File: src/pkg/aspc_cfg.svh
// Constants of the accelerometer signal-path control block.
// Assumes a 40 ns system clock and byte-wide register access.
`ifndef ASPC_CFG_SVH
`define ASPC_CFG_SVH

// Register offsets on the register port
`define ASPC_ADDR_W        10
`define ASPC_FILTER_OFS    10'h028
`define ASPC_SELFTEST_OFS  10'h02E

// Filter register fields
`define ASPC_FILTER_RST    8'h00
`define ASPC_FILTER_MASK   8'h7F
`define ASPC_ODR_LSB       0
`define ASPC_ODR_W         4
`define ASPC_ODR_MAX       4'hA
`define ASPC_HPC_LSB       4
`define ASPC_HPC_W         3

// Self-test register fields
`define ASPC_ST_RST        8'h00
`define ASPC_ST_MASK       8'h03
`define ASPC_ST_EN_BIT     0
`define ASPC_ST_FORCE_BIT  1

// Overrange thresholds in g: 40 g in the smallest range, 80 g otherwise
`define ASPC_THR_SMALL_G   8'h28
`define ASPC_THR_LARGE_G   8'h50
`define ASPC_RANGE_SMALL   2'h0

// Timing
`define ASPC_CLK_NS        40
`define ASPC_OVR_HOLD_NS   500000
`define ASPC_OVR_HOLD_CYC  ((`ASPC_OVR_HOLD_NS + `ASPC_CLK_NS - 1) / `ASPC_CLK_NS)

// Datapath
`define ASPC_ADC_W         20
`define ASPC_DEC1_LOG2     6
`define ASPC_DRIFT_SHIFT   3
`define ASPC_HPF_FRAC      12
`define ASPC_WORD_W        22

`endif

File: src/pkg/aspc_pkg.sv
// Types of the accelerometer signal-path control block.
// Assumes aspc_cfg.svh for the output word width.
`default_nettype none
`include "aspc_cfg.svh"

package aspc_pkg;

  typedef logic [1:0]               aspc_axis_t;
  typedef logic [2:0][31:0]         aspc_vec3_t;

  typedef struct packed {
    logic [7:0]                     filter;
    logic [7:0]                     st;
    logic [7:0]                     rdata;
    logic                           drive_en;
    logic [23:0]                    hold;
    logic [31:0]                    now;
    aspc_vec3_t                     acc1;
    aspc_vec3_t                     acc2;
    logic [2:0][11:0]               cnt1;
    logic [2:0][9:0]                cnt2;
    aspc_vec3_t                     lp;
    aspc_vec3_t                     last;
    aspc_vec3_t                     out;
    aspc_vec3_t                     step;
    aspc_vec3_t                     stamp;
    logic                           pend;
    logic [`ASPC_WORD_W-1:0]        pend_word;
    logic [31:0]                    pend_stamp;
    logic                           adc_ready;
    logic                           st_stim;
    logic [31:0]                    gd;
  } aspc_state_s;

endpackage

`default_nettype wire

File: src/pkg/aspc_stream_if.sv
// Valid/ready word stream between the signal path and its output buffer.
// Assumes both ends share one clock.
`default_nettype none

interface aspc_stream_if #(
  parameter int unsigned W = 22
);
  logic         valid;
  logic         ready;
  logic [W-1:0] data;

  modport src (output valid, output data, input ready);
  modport dst (input valid, input data, output ready);
endinterface

`default_nettype wire

File: src/hdl/aspc_buf2.sv
// Two-entry output buffer: an output register plus one skid entry.
// Assumes one clock, asynchronous active-low reset.
`default_nettype none

module aspc_buf2 #(
  parameter int unsigned W     = 22,
  parameter int unsigned DEPTH = 2
) (
  // Clock and reset
  input  wire logic     clk,
  input  wire logic     rst_n,
  // Filling side
  aspc_stream_if.dst    in_s,
  // Draining side
  output logic          out_valid,
  input  wire logic     out_ready,
  output logic [W-1:0]  out_data
);

  if (DEPTH != 2) begin : g_chk
    $error("aspc_buf2 holds exactly two entries");
  end

  typedef struct packed {
    logic         out_valid;
    logic [W-1:0] out_data;
    logic         skid_valid;
    logic [W-1:0] skid_data;
  } aspc_buf_state_s;

  aspc_buf_state_s s_r;
  aspc_buf_state_s s_nxt;

  // Ready comes straight from a flop, so the source never sees a loop
  assign in_s.ready = ~s_r.skid_valid;
  assign out_valid  = s_r.out_valid;
  assign out_data   = s_r.out_data;

  always_comb begin
    logic pop;
    logic push;
    pop   = s_r.out_valid & out_ready;
    push  = in_s.valid & ~s_r.skid_valid;
    s_nxt = s_r;
    if (pop) begin
      s_nxt.out_valid = 1'b0;
    end
    if (s_r.skid_valid && (!s_r.out_valid || pop)) begin
      s_nxt.out_valid  = 1'b1;
      s_nxt.out_data   = s_r.skid_data;
      s_nxt.skid_valid = 1'b0;
    end
    if (push) begin
      if (!s_nxt.out_valid) begin
        s_nxt.out_valid = 1'b1;
        s_nxt.out_data  = in_s.data;
      end else begin
        s_nxt.skid_valid = 1'b1;
        s_nxt.skid_data  = in_s.data;
      end
    end
  end

  always_ff @(posedge clk or negedge rst_n) begin
    if (!rst_n) begin
      s_r <= '0;
    end else begin
      s_r <= s_nxt;
    end
  end

endmodule

`default_nettype wire

File: src/hdl/aspc_signal_path.sv
// Digital signal path control of a three-axis accelerometer: overrange
// protection, self-test stimulus, two-stage decimation, high-pass filter,
// interpolation and a two-entry output buffer.
// Assumes converter samples arrive tagged by axis, synchronous to clk.
// Behaviour
// - Overrange stops all sensor drive clocks for 0.5 ms.
// - Threshold is 40 g in the smallest range, 80 g in larger ranges.
// - During protection output drifts to zero and buffer keeps accepting it.
// - Stimulus applied only when self-test enable and force are both one.
// - Each axis is digitised as a 20-bit converter sample.
// - Output sample rates run from 4 kHz down to 3.906 Hz.
// - First decimation stage always produces the 4 kHz rate.
// - Second decimation stage serves 2 kHz and below, bypassed at 4 kHz.
// - High-pass filter is off after reset until software programs it.
// - High-pass corner follows output rate and corner field bits 6 to 4 at 0x28.
// - Interpolation after decimation upconverts and offers external sync.
// - Group delay is measured from converter input to hand-over of the word into the output buffer.
// - Reset defaults: high-pass off, 4000 Hz output rate.
`default_nettype none
`include "aspc_cfg.svh"

module aspc_signal_path #(
  parameter int unsigned DEC1_LOG2    = `ASPC_DEC1_LOG2,
  parameter int unsigned OVR_HOLD_CYC = `ASPC_OVR_HOLD_CYC
) (
  // Clock and reset
  input  wire logic                      clk,
  input  wire logic                      rst_n,
  // Register port
  input  wire logic                      reg_wr,
  input  wire logic                      reg_rd,
  input  wire logic [`ASPC_ADDR_W-1:0]   reg_addr,
  input  wire logic [7:0]                reg_wdata,
  output logic [7:0]                     reg_rdata_r,
  // Converter samples
  input  wire logic                      adc_valid,
  input  wire logic [1:0]                adc_axis,
  input  wire logic [`ASPC_ADC_W-1:0]    adc_data,
  output logic                           adc_ready_r,
  // Sensor front end
  input  wire logic [1:0]                range_sel,
  input  wire logic [7:0]                accel_mag_g,
  output logic                           drive_clk_en_r,
  output logic                           self_test_stim_r,
  // External synchronisation
  input  wire logic                      ext_sync,
  // Filtered samples
  output logic                           smp_valid_r,
  input  wire logic                      smp_ready,
  output logic [`ASPC_WORD_W-1:0]        smp_data_r,
  output logic [31:0]                    group_delay_r
);

  if (DEC1_LOG2 < 1 || DEC1_LOG2 > 11) begin : g_chk_dec
    $error("DEC1_LOG2 must lie in 1..11");
  end
  if (OVR_HOLD_CYC < 1 || OVR_HOLD_CYC > 24'hFFFFFF) begin : g_chk_hold
    $error("OVR_HOLD_CYC must fit 24 bits");
  end

  localparam logic [11:0] DEC1_LAST = 12'((1 << DEC1_LOG2) - 1);
  localparam logic [23:0] HOLD_LAST = 24'(OVR_HOLD_CYC - 1);

  aspc_pkg::aspc_state_s s_r;
  aspc_pkg::aspc_state_s s_nxt;

  aspc_stream_if #(.W(`ASPC_WORD_W)) buf_in ();

  assign buf_in.valid     = s_r.pend;
  assign buf_in.data      = s_r.pend_word;
  assign reg_rdata_r      = s_r.rdata;
  assign adc_ready_r      = s_r.adc_ready;
  assign drive_clk_en_r   = s_r.drive_en;
  assign self_test_stim_r = s_r.st_stim;
  assign group_delay_r    = s_r.gd;

  always_comb begin
    logic [1:0]        ax;
    logic [3:0]        output_sample_rate;
    logic [2:0]        hpc;
    logic [7:0]        thr;
    logic [9:0]        cnt2_last;
    logic signed [31:0] x1;
    logic signed [31:0] a1;
    logic signed [31:0] a2;
    logic signed [31:0] s1;
    logic signed [31:0] s2;
    logic signed [31:0] xq;
    logic signed [31:0] lpn;
    logic signed [31:0] hp;
    logic signed [31:0] o;
    logic              fire2;
    ax        = adc_axis;
    output_sample_rate       = s_r.filter[`ASPC_ODR_LSB +: `ASPC_ODR_W];
    hpc       = s_r.filter[`ASPC_HPC_LSB +: `ASPC_HPC_W];
    thr       = `ASPC_THR_LARGE_G;
    cnt2_last = 10'h000;
    x1        = {{(32-`ASPC_ADC_W){adc_data[`ASPC_ADC_W-1]}}, adc_data};
    a1        = 32'sh0;
    a2        = 32'sh0;
    s1        = 32'sh0;
    s2        = 32'sh0;
    xq        = 32'sh0;
    lpn       = 32'sh0;
    hp        = 32'sh0;
    o         = 32'sh0;
    fire2     = 1'b0;
    s_nxt     = s_r;
    s_nxt.now = s_r.now + 32'h00000001;

    // Rates beyond the slowest are clamped to 3.906 Hz
    if (output_sample_rate > `ASPC_ODR_MAX) begin
      output_sample_rate = `ASPC_ODR_MAX;
    end
    cnt2_last = (10'h001 << output_sample_rate) - 10'h001;

    // Register writes; reserved bits are kept at zero
    if (reg_wr) begin
      if (reg_addr == `ASPC_FILTER_OFS) begin
        s_nxt.filter = reg_wdata & `ASPC_FILTER_MASK;
      end else if (reg_addr == `ASPC_SELFTEST_OFS) begin
        s_nxt.st = reg_wdata & `ASPC_ST_MASK;
      end
    end
    if (reg_rd) begin
      if (reg_addr == `ASPC_FILTER_OFS) begin
        s_nxt.rdata = s_r.filter;
      end else if (reg_addr == `ASPC_SELFTEST_OFS) begin
        s_nxt.rdata = s_r.st;
      end else begin
        s_nxt.rdata = 8'h00;
      end
    end
    s_nxt.st_stim = s_nxt.st[`ASPC_ST_EN_BIT] & s_nxt.st[`ASPC_ST_FORCE_BIT];

    // Overrange: a renewed trip restarts the full hold time
    if (range_sel == `ASPC_RANGE_SMALL) begin
      thr = `ASPC_THR_SMALL_G;
    end
    if (accel_mag_g >= thr) begin
      s_nxt.drive_en = 1'b0;
      s_nxt.hold     = HOLD_LAST;
    end else if (s_r.hold != 24'h000000) begin
      s_nxt.hold = s_r.hold - 24'h000001;
    end else begin
      s_nxt.drive_en = 1'b1;
    end

    // Word handed to the buffer; delay measured at that moment
    if (s_r.pend && buf_in.ready) begin
      s_nxt.pend = 1'b0;
      s_nxt.gd   = s_r.now - s_r.pend_stamp;
    end

    // External sync realigns the second-stage phase of every axis
    if (ext_sync) begin
      s_nxt.cnt2 = '0;
      s_nxt.acc2 = '0;
    end

    if (adc_valid && s_r.adc_ready) begin
      a1 = $signed(s_r.acc1[ax]) + x1;
      s_nxt.acc1[ax] = a1;
      s_nxt.cnt1[ax] = s_r.cnt1[ax] + 12'h001;
      if (s_r.cnt1[ax] == 12'h000) begin
        s_nxt.stamp[ax] = s_r.now;
      end
      if (s_r.cnt1[ax] == DEC1_LAST) begin
        // First stage: fixed decimation to 4 kHz
        s1 = a1 >>> DEC1_LOG2;
        s_nxt.acc1[ax] = 32'h00000000;
        s_nxt.cnt1[ax] = 12'h000;
        if (output_sample_rate == 4'h0) begin
          fire2 = 1'b1;
          s2    = s1;
        end else begin
          a2 = (ext_sync ? 32'sh0 : $signed(s_r.acc2[ax])) + s1;
          s_nxt.acc2[ax] = a2;
          s_nxt.cnt2[ax] = (ext_sync ? 10'h000 : s_r.cnt2[ax]) + 10'h001;
          if ((ext_sync ? 10'h000 : s_r.cnt2[ax]) == cnt2_last) begin
            fire2 = 1'b1;
            s2    = a2 >>> output_sample_rate;
            s_nxt.acc2[ax] = 32'h00000000;
            s_nxt.cnt2[ax] = 10'h000;
          end
        end
        if (fire2) begin
          // Single-pole high-pass; a zero corner field passes DC
          xq  = s2 <<< `ASPC_HPF_FRAC;
          lpn = $signed(s_r.lp[ax]);
          if (hpc != 3'h0) begin
            lpn = lpn + ((xq - lpn) >>> hpc);
          end
          s_nxt.lp[ax] = lpn;
          hp = (hpc == 3'h0) ? s2 : s2 - (lpn >>> `ASPC_HPF_FRAC);
          // Interpolation ramps from the previous sample to this one
          s_nxt.step[ax] = (hp - $signed(s_r.last[ax])) >>> output_sample_rate;
          s_nxt.last[ax] = hp;
          o = $signed(s_r.last[ax]);
        end else begin
          o = $signed(s_r.out[ax]) + $signed(s_r.step[ax]);
        end
        // Protection: output decays toward zero yet is still delivered
        if (!s_r.drive_en) begin
          o = $signed(s_r.out[ax]) - ($signed(s_r.out[ax]) >>> `ASPC_DRIFT_SHIFT);
        end
        s_nxt.out[ax]    = o;
        s_nxt.pend       = 1'b1;
        s_nxt.pend_word  = {ax, o[`ASPC_ADC_W-1:0]};
        s_nxt.pend_stamp = s_r.stamp[ax];
      end
    end

    // Sample intake stalls while a word still waits for the buffer
    s_nxt.adc_ready = ~s_nxt.pend;
  end

  always_ff @(posedge clk or negedge rst_n) begin
    if (!rst_n) begin
      s_r           <= '0;
      s_r.filter    <= `ASPC_FILTER_RST;
      s_r.st        <= `ASPC_ST_RST;
      s_r.drive_en  <= 1'b1;
      s_r.adc_ready <= 1'b1;
    end else begin
      s_r <= s_nxt;
    end
  end

  aspc_buf2 #(
    .W     (`ASPC_WORD_W),
    .DEPTH (2)
  ) u_buf (
    .clk       (clk),
    .rst_n     (rst_n),
    .in_s      (buf_in),
    .out_valid (smp_valid_r),
    .out_ready (smp_ready),
    .out_data  (smp_data_r)
  );

endmodule

`default_nettype wire

File: config.mk
export PLATFORM = sky130hd
export DESIGN_NAME = aspc_signal_path
export DESIGN_NICKNAME = d
export VERILOG_FILES = /design/src/pkg/aspc_pkg.sv /design/src/pkg/aspc_stream_if.sv /design/src/hdl/aspc_buf2.sv /design/src/hdl/aspc_signal_path.sv
export VERILOG_INCLUDE_DIRS = /design/src /design/src/pkg
export SDC_FILE = /design/constraint.sdc
export NUM_CORES = 2
export LEC_CHECK = 0
export BUFFER_PORTS_ARGS = -buffer_cell sky130_fd_sc_hd__buf_4
export CAP_MARGIN = 20
export CORE_MARGIN = 2
export CORE_UTILIZATION = 65
export CTS_BUF_LIST = sky130_fd_sc_hd__clkbuf_2
export DETAILED_ROUTE_END_ITERATION = 8
export PLACE_DENSITY = 0.87
export SYNTH_ARGS = -nofsm -noshare
export SYNTH_HDL_FRONTEND = slang
export SYNTH_SLANG_ARGS = --single-unit
File: constraint.sdc
create_clock -name clk -period 31.3 [get_ports clk]
set_input_delay 7.825 -clock clk [delete_from_list [all_inputs] [get_ports clk]]
set_output_delay 7.825 -clock clk [all_outputs]
set_load 0.1 [all_outputs]
Yosys cells after proc, flatten, opt, wreduce, memory -nomap -nowiden
Index checks and enable logic that the tools add are counted.
{"block": "word_totals", "elab_cells": 180, "output_inout_bits": 66, "in_bits": 57, "ff_bits": 947}
{"block": "classes", "n_lt_le_gt_ge": 4, "n_eq_ne": 5, "n_reduce_logical": 18, "bitwise_logic": 12, "shifts": 4, "n_addsub": 14, "n_mux": 80}
{"op": "$mux W32", "count": 22}
{"op": "$mux W697", "count": 1}
{"op": "$bwmux W96", "count": 7}
{"op": "$mux W642", "count": 1}
{"op": "$mux W96", "count": 5}
{"op": "$bmux W32 S2", "count": 7}
{"op": "$and A96 B96 Y96", "count": 2}
{"op": "$mux W192", "count": 1}
{"op": "$not A96 Y96", "count": 1}
{"op": "$sub A32 B32 Y32", "count": 3}
{"op": "$mux W30", "count": 3}
{"op": "$add A32 B32 Y32", "count": 2}
{"op": "$demux W32 S2", "count": 1}
{"op": "$sshr A32 B4 Y32", "count": 2}
{"op": "$mux W55", "count": 1}
{"op": "$mux W24", "count": 2}
{"op": "$mux W46", "count": 1}
{"op": "$and A36 B36 Y36", "count": 1}
{"op": "$bwmux W36", "count": 1}
{"op": "$not A36 Y36", "count": 1}
{"op": "$add A32 B1 Y32 const B", "count": 1}
{"op": "$add A32 B20 Y32", "count": 1}
{"op": "$add A32 B26 Y32", "count": 1}
{"op": "$sshr A32 B3 Y32", "count": 1}
{"op": "45 further kinds", "count": 68}

Depth between registers and ports, before layout
{"block": "logic_depth", "depth_word": 25, "depth_mapped": 98}

Hierarchy
From an unflattened synthesis, not the netlist that was laid out.
{"block": "hier_totals", "hier_cells": 6918, "area_unflattened_um2": 59744.8}
{"module": "aspc_signal_path", "area_per_inst_um2": 57485.1, "n_inst": 1, "cells_each": 6716, "seq_area_each_um2": 22524.1}
{"module": "aspc_buf2", "area_per_inst_um2": 2259.7, "n_inst": 1, "cells_each": 202, "seq_area_each_um2": 1151.1}

Worst setup path before layout
OpenSTA, ideal clock, no wires.
{"block": "synth_path", "path_kind": "in2reg", "startpoint": "in adc_axis[0]", "endpoint": "reg with a tool-made name", "setup_slack_ps": 5607, "setup_ps": 77, "path_buffers": 11, "cell_stages": 89, "t_arrival_ps": 25617, "path_cell_list": "buf_4 > buf_4 > buf_2 > buf_1 > buf_2 > buf_1 > buf_1 > buf_1 > buf_1 > mux2i_1 > o21ai_0 > ha_1 > fa_1 > a211oi_1 > o21ai_0 > a31oi_1 > o21bai_1 > a21oi_1 > [... 53 more ...] > a21bo_2 > a21oi_1 > xor2_1 > nand2_1 > o21ai_0 > inv_1 > ha_1 > nand3_1 > a2111oi_0 > o31a_1 > o21a_1 > nor2_1 > xnor2_1 > mux2i_1 > and3_1 > a2111oi_0 > nand3_1 > o21ai_1"}
{"item": "start: declaration", "line": "aspc_signal_path.sv:37", "rtl": "input wire logic [1:0] adc_axis,"}

==> impl_metrics.env <==
export IMPL_drt_wl_total_um=163000
export IMPL_critPathTopFamily="compound AO/OA/AOI/OAI gates"
export IMPL_grt_usage_pct=34.3
export IMPL_cp_start_kind="input port"
export IMPL_fill_cells=7015
export IMPL_dp_hpwl_um=111000
export IMPL_path_class="in2reg"
export IMPL_status="complete, no violations"
export IMPL_core_region_area_um2=91200
export IMPL_fmax_mhz=39.8
export IMPL_dieArea_um2=94100
export IMPL_syn_num_nets=7338
export IMPL_clkSinkCount=946
export IMPL_hold_class="reg2reg"
export IMPL_power_density_nw_per_um2=75.0
export IMPL_num_rows=111
export IMPL_port_buffers=120
export IMPL_numCtsBuffers=234
export IMPL_async_reset_ff_share_pct=100
export IMPL_ff_latch_area_um2=23700
export IMPL_final_common_cell="nand2_1"
export IMPL_p_comb_share_pct=53.7
export IMPL_yosysWarnings=0
export IMPL_grt_setup_unrepaired="no"
export IMPL_maxCapViolCount=0
export IMPL_layout_common_cells="nand2_1, dfrtp_1, o21ai_0"
export IMPL_routabilityCongestion=0.956
export IMPL_ys_flop_type="dfrtp_1"
export IMPL_drtIter0Drc=5363
export IMPL_via_per_inst=6.22
export IMPL_multi_input_area_um2=33300
export IMPL_clock_latency_ns=1.69
export IMPL_min_period_ns=25.15
export IMPL_grt_overflow_total=0
export IMPL_cpMostUsedCell="nor2_1"
export IMPL_arrival_ns=26.68
export IMPL_dp_slack_ns=5.09
export IMPL_cts_resized=0
export IMPL_die_w_um=307
export IMPL_total_power_mw=4.75
export IMPL_power_share_sequential_pct=28.1
export IMPL_first_pass_iters=6
export IMPL_layout_setup_ws_ns=6.15
export IMPL_yosysSeqAreaShare_pct=39.7
export IMPL_cts_hold_buf=0
export IMPL_hold_viol_final=0
export IMPL_post_cts_buffers=0
export IMPL_die_h_um=307
export IMPL_worstMarginPinSlew_ns=1.14
export IMPL_syn_area_um2=59600
export IMPL_slew_headroom_pct=23.4
export IMPL_hold_ws_ns=0.419
export IMPL_htree_levels=4
export IMPL_worstPathMaxFanout=40
export IMPL_detail_route_antenna_nets=0
export IMPL_maxSlewViolCount=0
export IMPL_io_pins=123
export IMPL_tns_ns=0
export IMPL_required_ns=32.83
export IMPL_intPower_mw=2.57
export IMPL_switching_power_mw=2.18
export IMPL_synth_area_per_cell_um2=8.53
export IMPL_grt_max_degree=180
export IMPL_clkTransAtPathRegs_ns=0.10
export IMPL_path_buf_inv=6
export IMPL_route_detailed_drc=0
export IMPL_cts_path_max_buffers=3
export IMPL_grt_pass1_wl_um=261000
export IMPL_synth_distinct_cells=106
export IMPL_dr_total_vias=52200
export IMPL_peakVddDrop_mv=0.0603
export IMPL_grt_pass1_vias=50700
export IMPL_cts_root_buffer="clkbuf_2"
export IMPL_antenna_found_initial=3
export IMPL_finalNetCount=7353
export IMPL_flow_area_growth_from_synthesis_pct=6.23
export IMPL_setup_viol=0
export IMPL_skew_ns=0.135
export IMPL_critPathCaptureType="flop"
export IMPL_crit_slowest_cell="a2111oi_0"
export IMPL_cts_tree="done"
export IMPL_ys_seq_elements=946
export IMPL_routedWlPerCell_um=19.4
export IMPL_synth_edf_count=0
export IMPL_start_util_pct=65.3
export IMPL_switching_share_pct=45.9
export IMPL_clkPwrFrac_pct=18.2
export IMPL_layout_drive_gt1_share_pct=11.9
export IMPL_p_leak_nw=31.9
export IMPL_synthCells=6992
export IMPL_min_period_over_period_pct=80.3
export IMPL_slowest_delay_ns=0.62
-- Yosys cell counts (80+ instances only) --
| cell type | count | share of area (%) |
|---|---|---|
| mux2_2 | 162 | 3.1 |
| ha_1 | 281 | 5.9 |
| a21oi_1 | 478 | 4.0 |
| clkbuf_1 | 298 | 1.9 |
| xor2_1 | 84 | 1.2 |
| xnor2_1 | 204 | 3.0 |
| mux2i_1 | 373 | 6.3 |
| a211oi_1 | 87 | 1.1 |
| dfrtp_1 | 944 | 40 |
| nor2_1 | 556 | 3.5 |
| nand2_1 | 1294 | 8.1 |
| o21ai_0 | 816 | 6.9 |
| inv_1 | 231 | 1.5 |
| nand3_1 | 124 | 1.0 |
| a21o_1 | 93 | 1.2 |
| nor3_1 | 80 | 0.67 |
-- power by group through the flow --
stage / sequential (mW) / clock (mW) / combinational (mW)
final: 1.33 / 0.865 / 2.55
after global routing: 1.34 / 0.945 / 2.78
after CTS: 1.33 / 0.882 / 2.48
after detailed placement: 1.36 / 0 / 2.46
after global placement: 1.35 / 0 / 2.40
after floorplan: 1.35 / 0 / 1.86
-- per-layer routing --
layer  track usage [%]  wire length (µm)  up-vias
met3              6.56             13500      426
met1              44.3             66400    25000
met2              55.6             75900     2322
met5                 0                 0        -
met4              16.6              7030        0
li1                  -                 -    24400
-- final cells by class --
class / count / share of cell area (%)
Timing Repair Buffer: 221 / 2.80
Tap cell: 1186 / 2.34
Multi-Input combinational cell: 5371 / 52.5
Antenna cell: 5 / 0.0198
Inverter: 233 / 1.38
Clock inverter: 72 / 0.719
Sequential cell: 946 / 37.4
Clock buffer: 354 / 2.80
-- path summary, 6_finish.rpt --
check / start / end / slack [ns] / cells past startpoint
max: adc_axis[1] / flop / 6.15 / 83
min: buf_in.data[7] / u_buf.out_data[7] / 0.42 / 2
max reg2reg: s_r[763] / flop / 12.71 / 82
min reg2reg: buf_in.data[7] / u_buf.out_data[7] / 0.42 / 2
max in group asynchronous: rst_n / group_delay_r[18] / 21.13 / 6
min in group asynchronous: rst_n / async pin / 6.23 / 1
-- through the flow --
step                      instance area [µm²]  utilization (%)  instances
after floorplan                         59600                -       6992
after global placement                  61000             66.8       7951
after detailed placement                61000             66.8       7951
after CTS                               63200             69.3       8377
after global routing                    63300             69.4       8386
final                                   63300             69.4       8388
-- worst min-delay path, stage by stage, from the launching register on --
cell	delay [ns]
dfrtp_1	0.38
nand2_1	0.05
o21ai_0	0.07
-- cell families after synthesis --
logic type               synth area share, %
AO/OA/AOI/OAI                           18.7
adder cells (fa/ha/maj)                 6.22
multiplexers                            9.55
XOR/XNOR                                4.33
buffers and inverters                   4.71
flip-flops                              39.7
other                                0.00629
AND/OR/NAND/NOR                         16.7
Power figures use the tool's default switching activity.
